**src/pkg/acid_pkg.sv**
```systemverilog
package acid_pkg;

  // register byte offsets on the avalon word bus
  localparam logic [3:0] AUX_CONTROL_OFS  = 4'h0;
  localparam logic [3:0] CORE_ID_BASE_OFS = 4'h4;
  localparam int         ADDR_W           = 4;

  // aux_control field positions
  localparam int EXT_EXCL_ALL_BIT    = 29;
  localparam int TRACE_FLUSH_DIS_BIT = 12;
  localparam int FP_EXC_OUT_DIS_BIT  = 10;
  localparam int FP_OOO_DIS_BIT      = 9;
  localparam int DUAL_ISSUE_DIS_BIT  = 2;
  localparam int MCYC_INT_DIS_BIT    = 0;

  // writable bits of aux_control; reserved bits store nothing
  localparam logic [31:0] AUX_CONTROL_MASK  = 32'h2000_1605;
  localparam logic [31:0] AUX_CONTROL_RESET = 32'h0000_0000;

  // core_id_base field positions
  localparam int ID_IMPL_LSB  = 24;
  localparam int ID_VAR_LSB   = 20;
  localparam int ID_CONST_LSB = 16;
  localparam int ID_PART_LSB  = 4;
  localparam int ID_REV_LSB   = 0;
  localparam logic [3:0] ID_CONST_VALUE = 4'hf;

  // read answers one cycle after the request is seen
  localparam int READ_LATENCY = 1;

  typedef struct packed {
    logic ext_excl_all;
    logic trace_flush_dis;
    logic fp_exc_out_dis;
    logic fp_ooo_dis;
    logic dual_issue_dis;
    logic mcyc_int_dis;
  } acid_ctrl_s;

endpackage : acid_pkg

```
**src/acid_core_aux_control.sv**
```systemverilog
// Chosen here: the address map and the Avalon-MM register port.
`timescale 1ns/1ps
// Operation
// - ext-exclusive-all 0: exclusive flag and okay only on shareable address
// - ext-exclusive-all 1: every exclusive access flagged, okay response used
// - trace flush disable 1: flush valid ignored, flush ready held high
// - fp exception output disable 1: floating-point exception outputs suppressed
// - fp out-of-order disable 1: fp instructions complete in order
// - dual issue disable 1: one instruction issued at a time
// - multicycle interrupt disable 1: multi-cycle ops finish before stacking
// - id register read-only: implementer, constant 0xf, part number
// - id register holds variant in 23:20 and revision in 3:0
// - one id copy, same from secure and nonsecure state
// - aux control keeps separate secure and nonsecure copies
module acid_core_aux_control
  import acid_pkg::*;
#(
  parameter logic [7:0]  IMPLEMENTER = 8'h5a,  // arbitrary value
  parameter logic [3:0]  VARIANT     = 4'h0,
  parameter logic [11:0] PART_NUMBER = 12'h123, // arbitrary value
  parameter logic [3:0]  REVISION    = 4'h0
)(
  input  wire logic              ref_clk,
  input  wire logic              reset,
  input  wire logic              clk_en,
  input  wire logic [ADDR_W-1:0] avs_address,
  input  wire logic              avs_read,
  input  wire logic              avs_write,
  input  wire logic [31:0]       avs_writedata,
  input  wire logic [3:0]        avs_byteenable,
  input  wire logic              avs_secure,
  output logic [31:0]            avs_readdata,
  output logic                   avs_waitrequest,
  output logic [1:0]             avs_response,
  input  wire logic              excl_req,
  input  wire logic              addr_shareable,
  input  wire logic              excl_okay_in,
  input  wire logic              trace_flush_valid,
  input  wire logic [4:0]        fp_exc_in,
  output logic                   ext_exclusive,
  output logic                   excl_okay,
  output logic                   trace_flush_ready,
  output logic                   trace_flush_take,
  output logic [4:0]             fp_exc_out,
  output logic                   fp_in_order,
  output logic                   single_issue,
  output logic                   mcyc_no_interrupt,
  output logic [31:0]            aux_control_s,
  output logic [31:0]            aux_control_ns
);

  logic [31:0] aux_sec_ff;
  logic [31:0] aux_nsec_ff;
  logic        ack_ff;
  logic        wait_ff;
  logic [31:0] rdata_ff;
  logic [1:0]  resp_ff;
  logic        excl_ff;
  logic        okay_ff;
  logic        afready_ff;
  logic        aftake_ff;
  logic [4:0]  fpexc_ff;
  logic        inord_ff;
  logic        single_ff;
  logic        mcyc_ff;

  function automatic logic [31:0] lane_mask(input logic [3:0] be);
    lane_mask = {{8{be[3]}}, {8{be[2]}}, {8{be[1]}}, {8{be[0]}}};
  endfunction : lane_mask

  function automatic acid_ctrl_s ctrl_of(input logic [31:0] r);
    ctrl_of.ext_excl_all    = r[EXT_EXCL_ALL_BIT];
    ctrl_of.trace_flush_dis = r[TRACE_FLUSH_DIS_BIT];
    ctrl_of.fp_exc_out_dis  = r[FP_EXC_OUT_DIS_BIT];
    ctrl_of.fp_ooo_dis      = r[FP_OOO_DIS_BIT];
    ctrl_of.dual_issue_dis  = r[DUAL_ISSUE_DIS_BIT];
    ctrl_of.mcyc_int_dis    = r[MCYC_INT_DIS_BIT];
  endfunction : ctrl_of

  // the bus request is taken at the edge where waitrequest is high
  wire         req        = (avs_read | avs_write) & ~ack_ff;
  wire         hit_aux    = (avs_address == AUX_CONTROL_OFS);
  wire         hit_id     = (avs_address == CORE_ID_BASE_OFS);
  // the write lands at the edge where the master sees waitrequest low
  wire         wr_aux     = ack_ff & avs_write & hit_aux;
  wire         wr_sec     = wr_aux & avs_secure;
  wire         wr_nsec    = wr_aux & ~avs_secure;
  wire [31:0]  wmask      = lane_mask(avs_byteenable) & AUX_CONTROL_MASK;
  wire [31:0]  cur_aux    = avs_secure ? aux_sec_ff : aux_nsec_ff;
  wire [31:0]  nxt_sec    = (aux_sec_ff & ~wmask) | (avs_writedata & wmask);
  wire [31:0]  nxt_nsec   = (aux_nsec_ff & ~wmask) | (avs_writedata & wmask);
  // one copy, independent of security state
  wire [31:0]  id_word    = {IMPLEMENTER, VARIANT, ID_CONST_VALUE,
                             PART_NUMBER, REVISION};
  wire [31:0]  nxt_rdata  = !avs_read ? 32'h0000_0000 :
                            hit_aux ? cur_aux :
                            hit_id  ? id_word : 32'h0000_0000;
  // unmapped addresses answer slave error; id writes are ignored
  wire [1:0]   nxt_resp   = (hit_aux | hit_id) ? 2'h0 : 2'h2;

  // the running behaviour follows the copy of the state being executed in
  wire acid_ctrl_s ctl    = ctrl_of(avs_secure ? aux_sec_ff : aux_nsec_ff);

  // reserved bits are masked so software writes there have no effect
  always_ff @(posedge ref_clk)
  begin
    if (reset)
    begin
      aux_sec_ff  <= AUX_CONTROL_RESET;
      aux_nsec_ff <= AUX_CONTROL_RESET;
    end
    else if (clk_en)
    begin
      if (wr_sec)
        aux_sec_ff <= nxt_sec;
      if (wr_nsec)
        aux_nsec_ff <= nxt_nsec;
    end
  end

  always_ff @(posedge ref_clk)
  begin
    if (reset)
    begin
      ack_ff   <= 1'b0;
      wait_ff  <= 1'b1;
      rdata_ff <= 32'h0000_0000;
      resp_ff  <= 2'h0;
    end
    else if (clk_en)
    begin
      ack_ff   <= req;
      wait_ff  <= ~req;
      rdata_ff <= req ? nxt_rdata : 32'h0000_0000;
      resp_ff  <= req ? nxt_resp : 2'h0;
    end
  end

  always_ff @(posedge ref_clk)
  begin
    if (reset)
    begin
      excl_ff    <= 1'b0;
      okay_ff    <= 1'b0;
      afready_ff <= 1'b1;
      aftake_ff  <= 1'b0;
      fpexc_ff   <= 5'h00;
      inord_ff   <= 1'b0;
      single_ff  <= 1'b0;
      mcyc_ff    <= 1'b0;
    end
    else if (clk_en)
    begin
      excl_ff    <= excl_req & (addr_shareable | ctl.ext_excl_all);
      okay_ff    <= excl_req & (addr_shareable | ctl.ext_excl_all)
                    & excl_okay_in;
      afready_ff <= ctl.trace_flush_dis | trace_flush_valid;
      aftake_ff  <= trace_flush_valid & ~ctl.trace_flush_dis;
      fpexc_ff   <= ctl.fp_exc_out_dis ? 5'h00 : fp_exc_in;
      inord_ff   <= ctl.fp_ooo_dis;
      single_ff  <= ctl.dual_issue_dis;
      mcyc_ff    <= ctl.mcyc_int_dis;
    end
  end

  assign avs_waitrequest   = wait_ff;
  assign avs_readdata      = rdata_ff;
  assign avs_response      = resp_ff;
  assign ext_exclusive     = excl_ff;
  assign excl_okay         = okay_ff;
  assign trace_flush_ready = afready_ff;
  assign trace_flush_take  = aftake_ff;
  assign fp_exc_out        = fpexc_ff;
  assign fp_in_order       = inord_ff;
  assign single_issue      = single_ff;
  assign mcyc_no_interrupt = mcyc_ff;
  assign aux_control_s     = aux_sec_ff;
  assign aux_control_ns    = aux_nsec_ff;

endmodule : acid_core_aux_control

```
**config.mk**
```make
export PLATFORM = sky130hd
export DESIGN_NAME = acid_core_aux_control
export DESIGN_NICKNAME = d
export VERILOG_FILES = /design/src/pkg/acid_pkg.sv /design/src/acid_core_aux_control.sv
export SDC_FILE = /design/constraint.sdc
export NUM_CORES = 1
export LEC_CHECK = 0
export BUFFER_PORTS_ARGS = -buffer_cell sky130_fd_sc_hd__buf_4
export CORE_MARGIN = 2
export CORE_UTILIZATION = 35
export DETAILED_ROUTE_END_ITERATION = 12
export PLACE_DENSITY_LB_ADDON = 0.3
export SYNTH_ARGS = -nofsm -noshare
export SYNTH_HDL_FRONTEND = slang
export SYNTH_SLANG_ARGS = --single-unit
export TNS_END_PERCENT = 20
```
**constraint.sdc**
```tcl
create_clock -name ref_clk -period 1.43 [get_ports ref_clk]
set_clock_uncertainty 0.1 [all_clocks]
set_input_delay 0.3575 -clock ref_clk [delete_from_list [all_inputs] [get_ports ref_clk]]
set_output_delay 0.3575 -clock ref_clk [all_outputs]
set_load 0.02 [all_outputs]
```
==> impl_metrics.env, run 1 <==
export IMPL_status="finished clean"
export IMPL_final_setup_worst_slack_ns=0.0948
export IMPL_hold_path_class="input port to flip-flop"
export IMPL_cp_top_family="flip-flops"
export IMPL_rsz0062_at_grt="no"
export IMPL_fp_dieW_um=79.7
export IMPL_power_total_uw=2120
export IMPL_first_pass_iters=4
export IMPL_initial_core_util_pct=36.4
export IMPL_grt_pass1_vias=1217
export IMPL_final_nets=351
export IMPL_fillers=579
export IMPL_num_rows=27
export IMPL_syn2layout_area_growth_pct=20.2
export IMPL_max_cap_viol_count=0
export IMPL_port_buffers=69
export IMPL_slew_viol_final=0
export IMPL_stdcell_area_um2=2410
export IMPL_cts_sinks=34
export IMPL_reg2reg_to="avs_readdata[2]$_SDFFE_PP0P_"
export IMPL_synth_seq_cells=34
export IMPL_coreArea_um2=5510
export IMPL_critPathMaxStageDelay_ns=0.42
export IMPL_grt_ovfl_total=0
export IMPL_crit_chain="buf_4"
export IMPL_fmax_ghz=0.749
export IMPL_yosysUniqueCellTypes=32
export IMPL_routedWlPerCell_um=11.2
export IMPL_reg2reg_from="ack_ff$_SDFFE_PP0P_"
export IMPL_path_class="flip-flop to output port"
export IMPL_ys_seq_area_share_pct=33.9
export IMPL_switching_share_pct=30.0
export IMPL_final_layout_size_suffix_gt1_share_pct=31.3
export IMPL_grt_pass1_wl_mm=6.17
export IMPL_synth_edf_count=0
export IMPL_dieHeight_um=79.7
export IMPL_htreeDepth=2
export IMPL_synthFlopType="dfxtp_1"
export IMPL_hold_viol_final=0
export IMPL_path_max_fanout=11
export IMPL_fin_crit_ns=1.34
export IMPL_synthArstFlopShare_pct=0
export IMPL_combinationalPowerShare_pct=19.4
export IMPL_postSynthCellCount=231
export IMPL_slowest_stage="dfxtp_2"
export IMPL_p_int_uw=1490
export IMPL_p_clk_share_pct=34.2
export IMPL_finalCoreUtilization_pct=43.8
export IMPL_synth_area_um2=2010
export IMPL_die_area_um2=6360
export IMPL_cts_tree="done"
export IMPL_post_dp_cell_area_um2=2320
export IMPL_crit_cells=1
export IMPL_final_cell_mix="76 x buf_4, 69 x conb_1, 33 x nand2_1, 33 x dfxtp_1, 16 x mux2i_1"
export IMPL_cts_buffer_depth=2
export IMPL_drt_iter0_drc=86
export IMPL_hp_start="trace_flush_valid"
export IMPL_worst_endpoint_arrival_ns=0.88
export IMPL_viasPerCell=4.10
export IMPL_grtUsageTotal_pct=12.7
export IMPL_crit_buf_inv=1
export IMPL_antenna_cells=0
export IMPL_reg2reg_slack_ns=0.14
export IMPL_fin_cells=369
export IMPL_hold_depth=3
export IMPL_cp_data_required_time_ns=0.97
export IMPL_power_density_nw_per_um2=881
export IMPL_ys_warn_count=0
export IMPL_placedCellCount=361
export IMPL_crit_path_start_kind="flip-flop"
export IMPL_min_period_over_period_pct=93.4
export IMPL_clkLatencyLatePin_ns=0.28
export IMPL_layout_commonest_cell="buf_4"
export IMPL_postSynthAreaPerCell_um2=8.69
export IMPL_ant_nets=0
export IMPL_grt_max_degree=24
export IMPL_place_ws_ns=-0.169
export IMPL_drcViolationCount=0
export IMPL_num_vias=1514
export IMPL_ir_drop_v=0.000395
export IMPL_rr_worst_depth=3
export IMPL_cts_clk_slew_worst_paths_ns=0.07
export IMPL_place_gp_congestion=0.682
export IMPL_whs_endpoint="trace_flush_ready$_SDFFE_PP1P_"
export IMPL_setup_viol=0
export IMPL_cts_root_buf="clkbuf_8"
export IMPL_antenna_found_initial=0
export IMPL_io_pins=166
export IMPL_endpoint_kind="output port"
export IMPL_hpwl_mm=3.28
export IMPL_leakage_uw=0.00120
export IMPL_holdBufCountCts=0
export IMPL_power_frac_seq_pct=46.4
export IMPL_numCtsBuffers=5
export IMPL_p_sw_uw=638
export IMPL_drt_total_wl_mm=4.15
export IMPL_postCtsSetupBuffers=0
==> area by class of cell <==
type | count | area (um^2) | share of cell area, %
clock buffers | 7 | 86.3 | 3.58
clock inverters | 1 | 5.00 | 0.207
inverters | 3 | 11.3 | 0.467
multi-input cells | 175 | 947 | 39.3
flip-flops and latches | 34 | 682 | 28.3
well taps | 72 | 90.1 | 3.73
repair buffers | 77 | 591 | 24.5
==> cell usage after synthesis, drive strengths merged, types with 2 or more instances <==
cell type	number	share of area (%)
buf	83	30
dfxtp	34	34
nand2	33	6.2
mux2i	16	8.0
a21oi	11	2.7
nand3	9	2.2
nor2	7	1.3
clkbuf	4	0.75
and4bb	3	2.1
mux2	3	1.7
nand4b	3	1.3
o211ai	3	1.1
o31ai	3	1.1
a211oi	2	0.75
inv	2	0.37
nand3b	2	0.75
==> worst max-delay path by stage <==
stage,slack [ns],from,to
detailed placement,-0.17,avs_address[1],avs_readdata[2]$_SDFFE_PP0P_
CTS,0.08,avs_readdata[28]$_SDFFE_PP0P_,avs_readdata[30]
global placement,-0.17,avs_address[1],avs_readdata[2]$_SDFFE_PP0P_
floorplan,0.0008,avs_address[1],flip-flop
global route,0.02,ack_ff$_SDFFE_PP0P_,avs_readdata[2]$_SDFFE_PP0P_
finish,0.09,avs_readdata[28]$_SDFFE_PP0P_,avs_readdata[30]
==> per-layer routing <==
metal  part of all wire [%]  global-route usage (%)  vias to the layer above
li1                       -                       -                      756
met1                     42                    15.6                      676
met2                     48                    20.4                       78
met3                     10                    5.43                        4
met4                   0.43                    3.10                        0
met5                      0                       0                        -
==> per-stage QoR <==
| stage | hold slack, ns | setup TNS [ns] |
|---|---|---|
| 2_1_floorplan | 0.364 | 0 |
| 3_3_place_gp | 0.344 | -2.11 |
| 3_5_place_dp | 0.351 | -1.89 |
| 4_1_cts | 0.204 | 0 |
| 5_1_grt | 0.201 | 0 |
| 6_report | 0.210 | 0 |
==> power groups by stage <==
stage / Combinational, uW / Sequential, uW / Clock (uW)
after floorplan: 398 / 1030 / 0
after global placement: 411 / 1010 / 0
after detailed placement: 412 / 1010 / 0
after CTS: 412 / 985 / 748
after global routing: 446 / 988 / 804
final: 412 / 985 / 728
==> worst min-delay path, stage by stage <==
cell	delay, ns
buf_4	0.08
nand2_1	0.06
nand3_1	0.07
==> cell families after synthesis <==
logic type	synth area share (%)
DFF	33.9
and+or+nand+nor	15.9
other	0.187
muxes	9.66
buffers and inverters	31.6
AOI/OAI and AO/OA	8.73
==> repair_timing <==
action | 4_1_cts | 5_1_grt
resized for setup | 1 | 0
hold endpoints to repair | 0 | 0
setup endpoints to repair | 10 | 0
Note: power is estimated with default switching activity, not from simulation.
==> run 2: changes to the inputs <==
==> constraint.sdc (replaced) <==
create_clock -name ref_clk -period 1.43 [get_ports ref_clk]
set_clock_uncertainty 0.1 [all_clocks]
set_input_delay 0.0715 -clock ref_clk [delete_from_list [all_inputs] [get_ports ref_clk]]
set_output_delay 0.0715 -clock ref_clk [all_outputs]
set_load 0.02 [all_outputs]
==> impl_metrics.env, run 2 (synthesized netlist as in run 1, its figures left out) <==
export IMPL_status="finished clean"
export IMPL_setup_viol=0
export IMPL_cts_root_buf="clkbuf_8"
export IMPL_first_pass_iters=4
export IMPL_drcViolationCount=0
export IMPL_power_frac_seq_pct=42.6
export IMPL_coreArea_um2=5510
export IMPL_fmax_ghz=0.790
export IMPL_htreeDepth=2
export IMPL_switching_share_pct=27.7
export IMPL_drt_total_wl_mm=4.27
export IMPL_reg2reg_from="ack_ff$_SDFFE_PP0P_"
export IMPL_antenna_found_initial=0
export IMPL_endpoint_kind="flip-flop"
export IMPL_ir_drop_v=0.000517
export IMPL_path_max_fanout=5
export IMPL_rr_worst_depth=3
export IMPL_cts_sinks=34
export IMPL_grt_pass1_wl_mm=6.40
export IMPL_cp_startpoint="ack_ff$_SDFFE_PP0P_"
export IMPL_slew_viol_final=0
export IMPL_path_class="flip-flop to flip-flop"
export IMPL_cp_data_required_time_ns=1.53
export IMPL_fin_crit_ns=1.27
export IMPL_syn2layout_area_growth_pct=26.9
export IMPL_die_area_um2=6360
export IMPL_power_density_nw_per_um2=908
export IMPL_postCtsSetupBuffers=0
export IMPL_p_clk_share_pct=38.6
export IMPL_antenna_cells=0
export IMPL_initial_core_util_pct=36.4
export IMPL_port_buffers=69
export IMPL_final_nets=363
export IMPL_crit_chain="nor2b_1, nand3b_1, o31ai_1"
export IMPL_routedWlPerCell_um=11.2
export IMPL_timing_hold_ws_ns=0.0206
export IMPL_hold_viol_final=0
export IMPL_finalSetupTns_ns=0
export IMPL_rsz0062_at_grt="no"
export IMPL_layout_commonest_cell="buf_4"
export IMPL_io_pins=166
export IMPL_numCtsBuffers=5
export IMPL_holdBufCountCts=15
export IMPL_cts_repair_resized=0
export IMPL_grt_max_degree=24
export IMPL_cts_tree="done"
export IMPL_viasPerCell=4.14
export IMPL_grt_ovfl_total=0
export IMPL_dieHeight_um=79.7
export IMPL_final_cell_mix="74 x buf_4, 69 x conb_1, 34 x dfxtp_1, 33 x nand2_1, 16 x mux2i_1"
export IMPL_crit_path_start_kind="flip-flop"
export IMPL_cts_buffer_depth=2
export IMPL_p_int_uw=1670
export IMPL_leakage_uw=0.00125
export IMPL_critPathMaxStageDelay_ns=0.34
export IMPL_final_layout_size_suffix_gt1_share_pct=28.9
export IMPL_grtUsageTotal_pct=13.1
export IMPL_slowest_stage="dfxtp_1"
export IMPL_worst_endpoint_arrival_ns=1.36
export IMPL_p_sw_uw=640
export IMPL_hpwl_mm=3.23
export IMPL_ant_nets=0
export IMPL_place_gp_congestion=0.700
export IMPL_min_period_over_period_pct=88.6
export IMPL_combinationalPowerShare_pct=18.8
export IMPL_hp_start="avs_address[2]"
export IMPL_num_vias=1572
export IMPL_drt_iter0_drc=69
export IMPL_grt_pass1_vias=1279
export IMPL_clkLatencyLatePin_ns=0.28
export IMPL_hold_path_class="input port to flip-flop"
export IMPL_hold_depth=3
export IMPL_num_rows=27
export IMPL_fp_dieW_um=79.7
export IMPL_max_cap_viol_count=0
export IMPL_cts_clk_slew_worst_paths_ns=0.07
[run 2: path summary, 6_finish.rpt]
path,endpoint,slack (ns)
hold / removal,avs_readdata[28]$_SDFFE_PP0P_,0.02
setup reg to reg,avs_readdata[10]$_SDFFE_PP0P_,0.16
hold reg to reg,fp_exc_out[1]$_SDFFE_PP0P_,0.36
setup / recovery,avs_readdata[10]$_SDFFE_PP0P_,0.16
[run 2: power groups by stage]
stage / registers, uW / clock network (uW) / logic (uW)
after global placement: 1010 / 0 / 400
after global routing: 988 / 975 / 471
final: 985 / 893 / 435
after floorplan: 1030 / 0 / 398
after CTS: 985 / 924 / 434
after detailed placement: 1010 / 0 / 401
[run 2: per-stage QoR]
stage | instance area (um^2) | power, uW | worst slack [ns] | cells | util (%)
after floorplan | 2260 | 1430 | 0.287 | 299 | -
final | 2550 | 2310 | 0.164 | 380 | 46.3
after detailed placement | 2280 | 1410 | 0.120 | 358 | 41.5
after CTS | 2550 | 2340 | 0.156 | 380 | 46.3
after global placement | 2280 | 1410 | 0.129 | 358 | 41.5
after global routing | 2550 | 2430 | 0.0698 | 380 | 46.3
[run 2: per-layer routing]
layer | global-route usage (%) | routed length (um) | up-vias
li1 | - | - | 779
met4 | 3.62 | 25 | 0
met1 | 16.6 | 1730 | 715
met5 | 0 | 0 | -
met3 | 4.52 | 383 | 4
met2 | 21.1 | 2130 | 74
[run 2: cell type report]
type                       instances  area, um^2
clock buffer                       6        82.6
clock inverter                     1        30.0
fill                             564        2960
inverter                           3        11.3
multi-input combinational        175         947
sequential                        34         681
tap                               72        90.1
timing repair buffer              89         706
[run 2: worst max-delay path, delay by kind of cell (launching register included)]
kind / cells / cell delay (ns)
AO/OA/AOI/OAI: 1 / 0.27
flip-flops: 1 / 0.34
AND/OR/NAND/NOR: 2 / 0.48
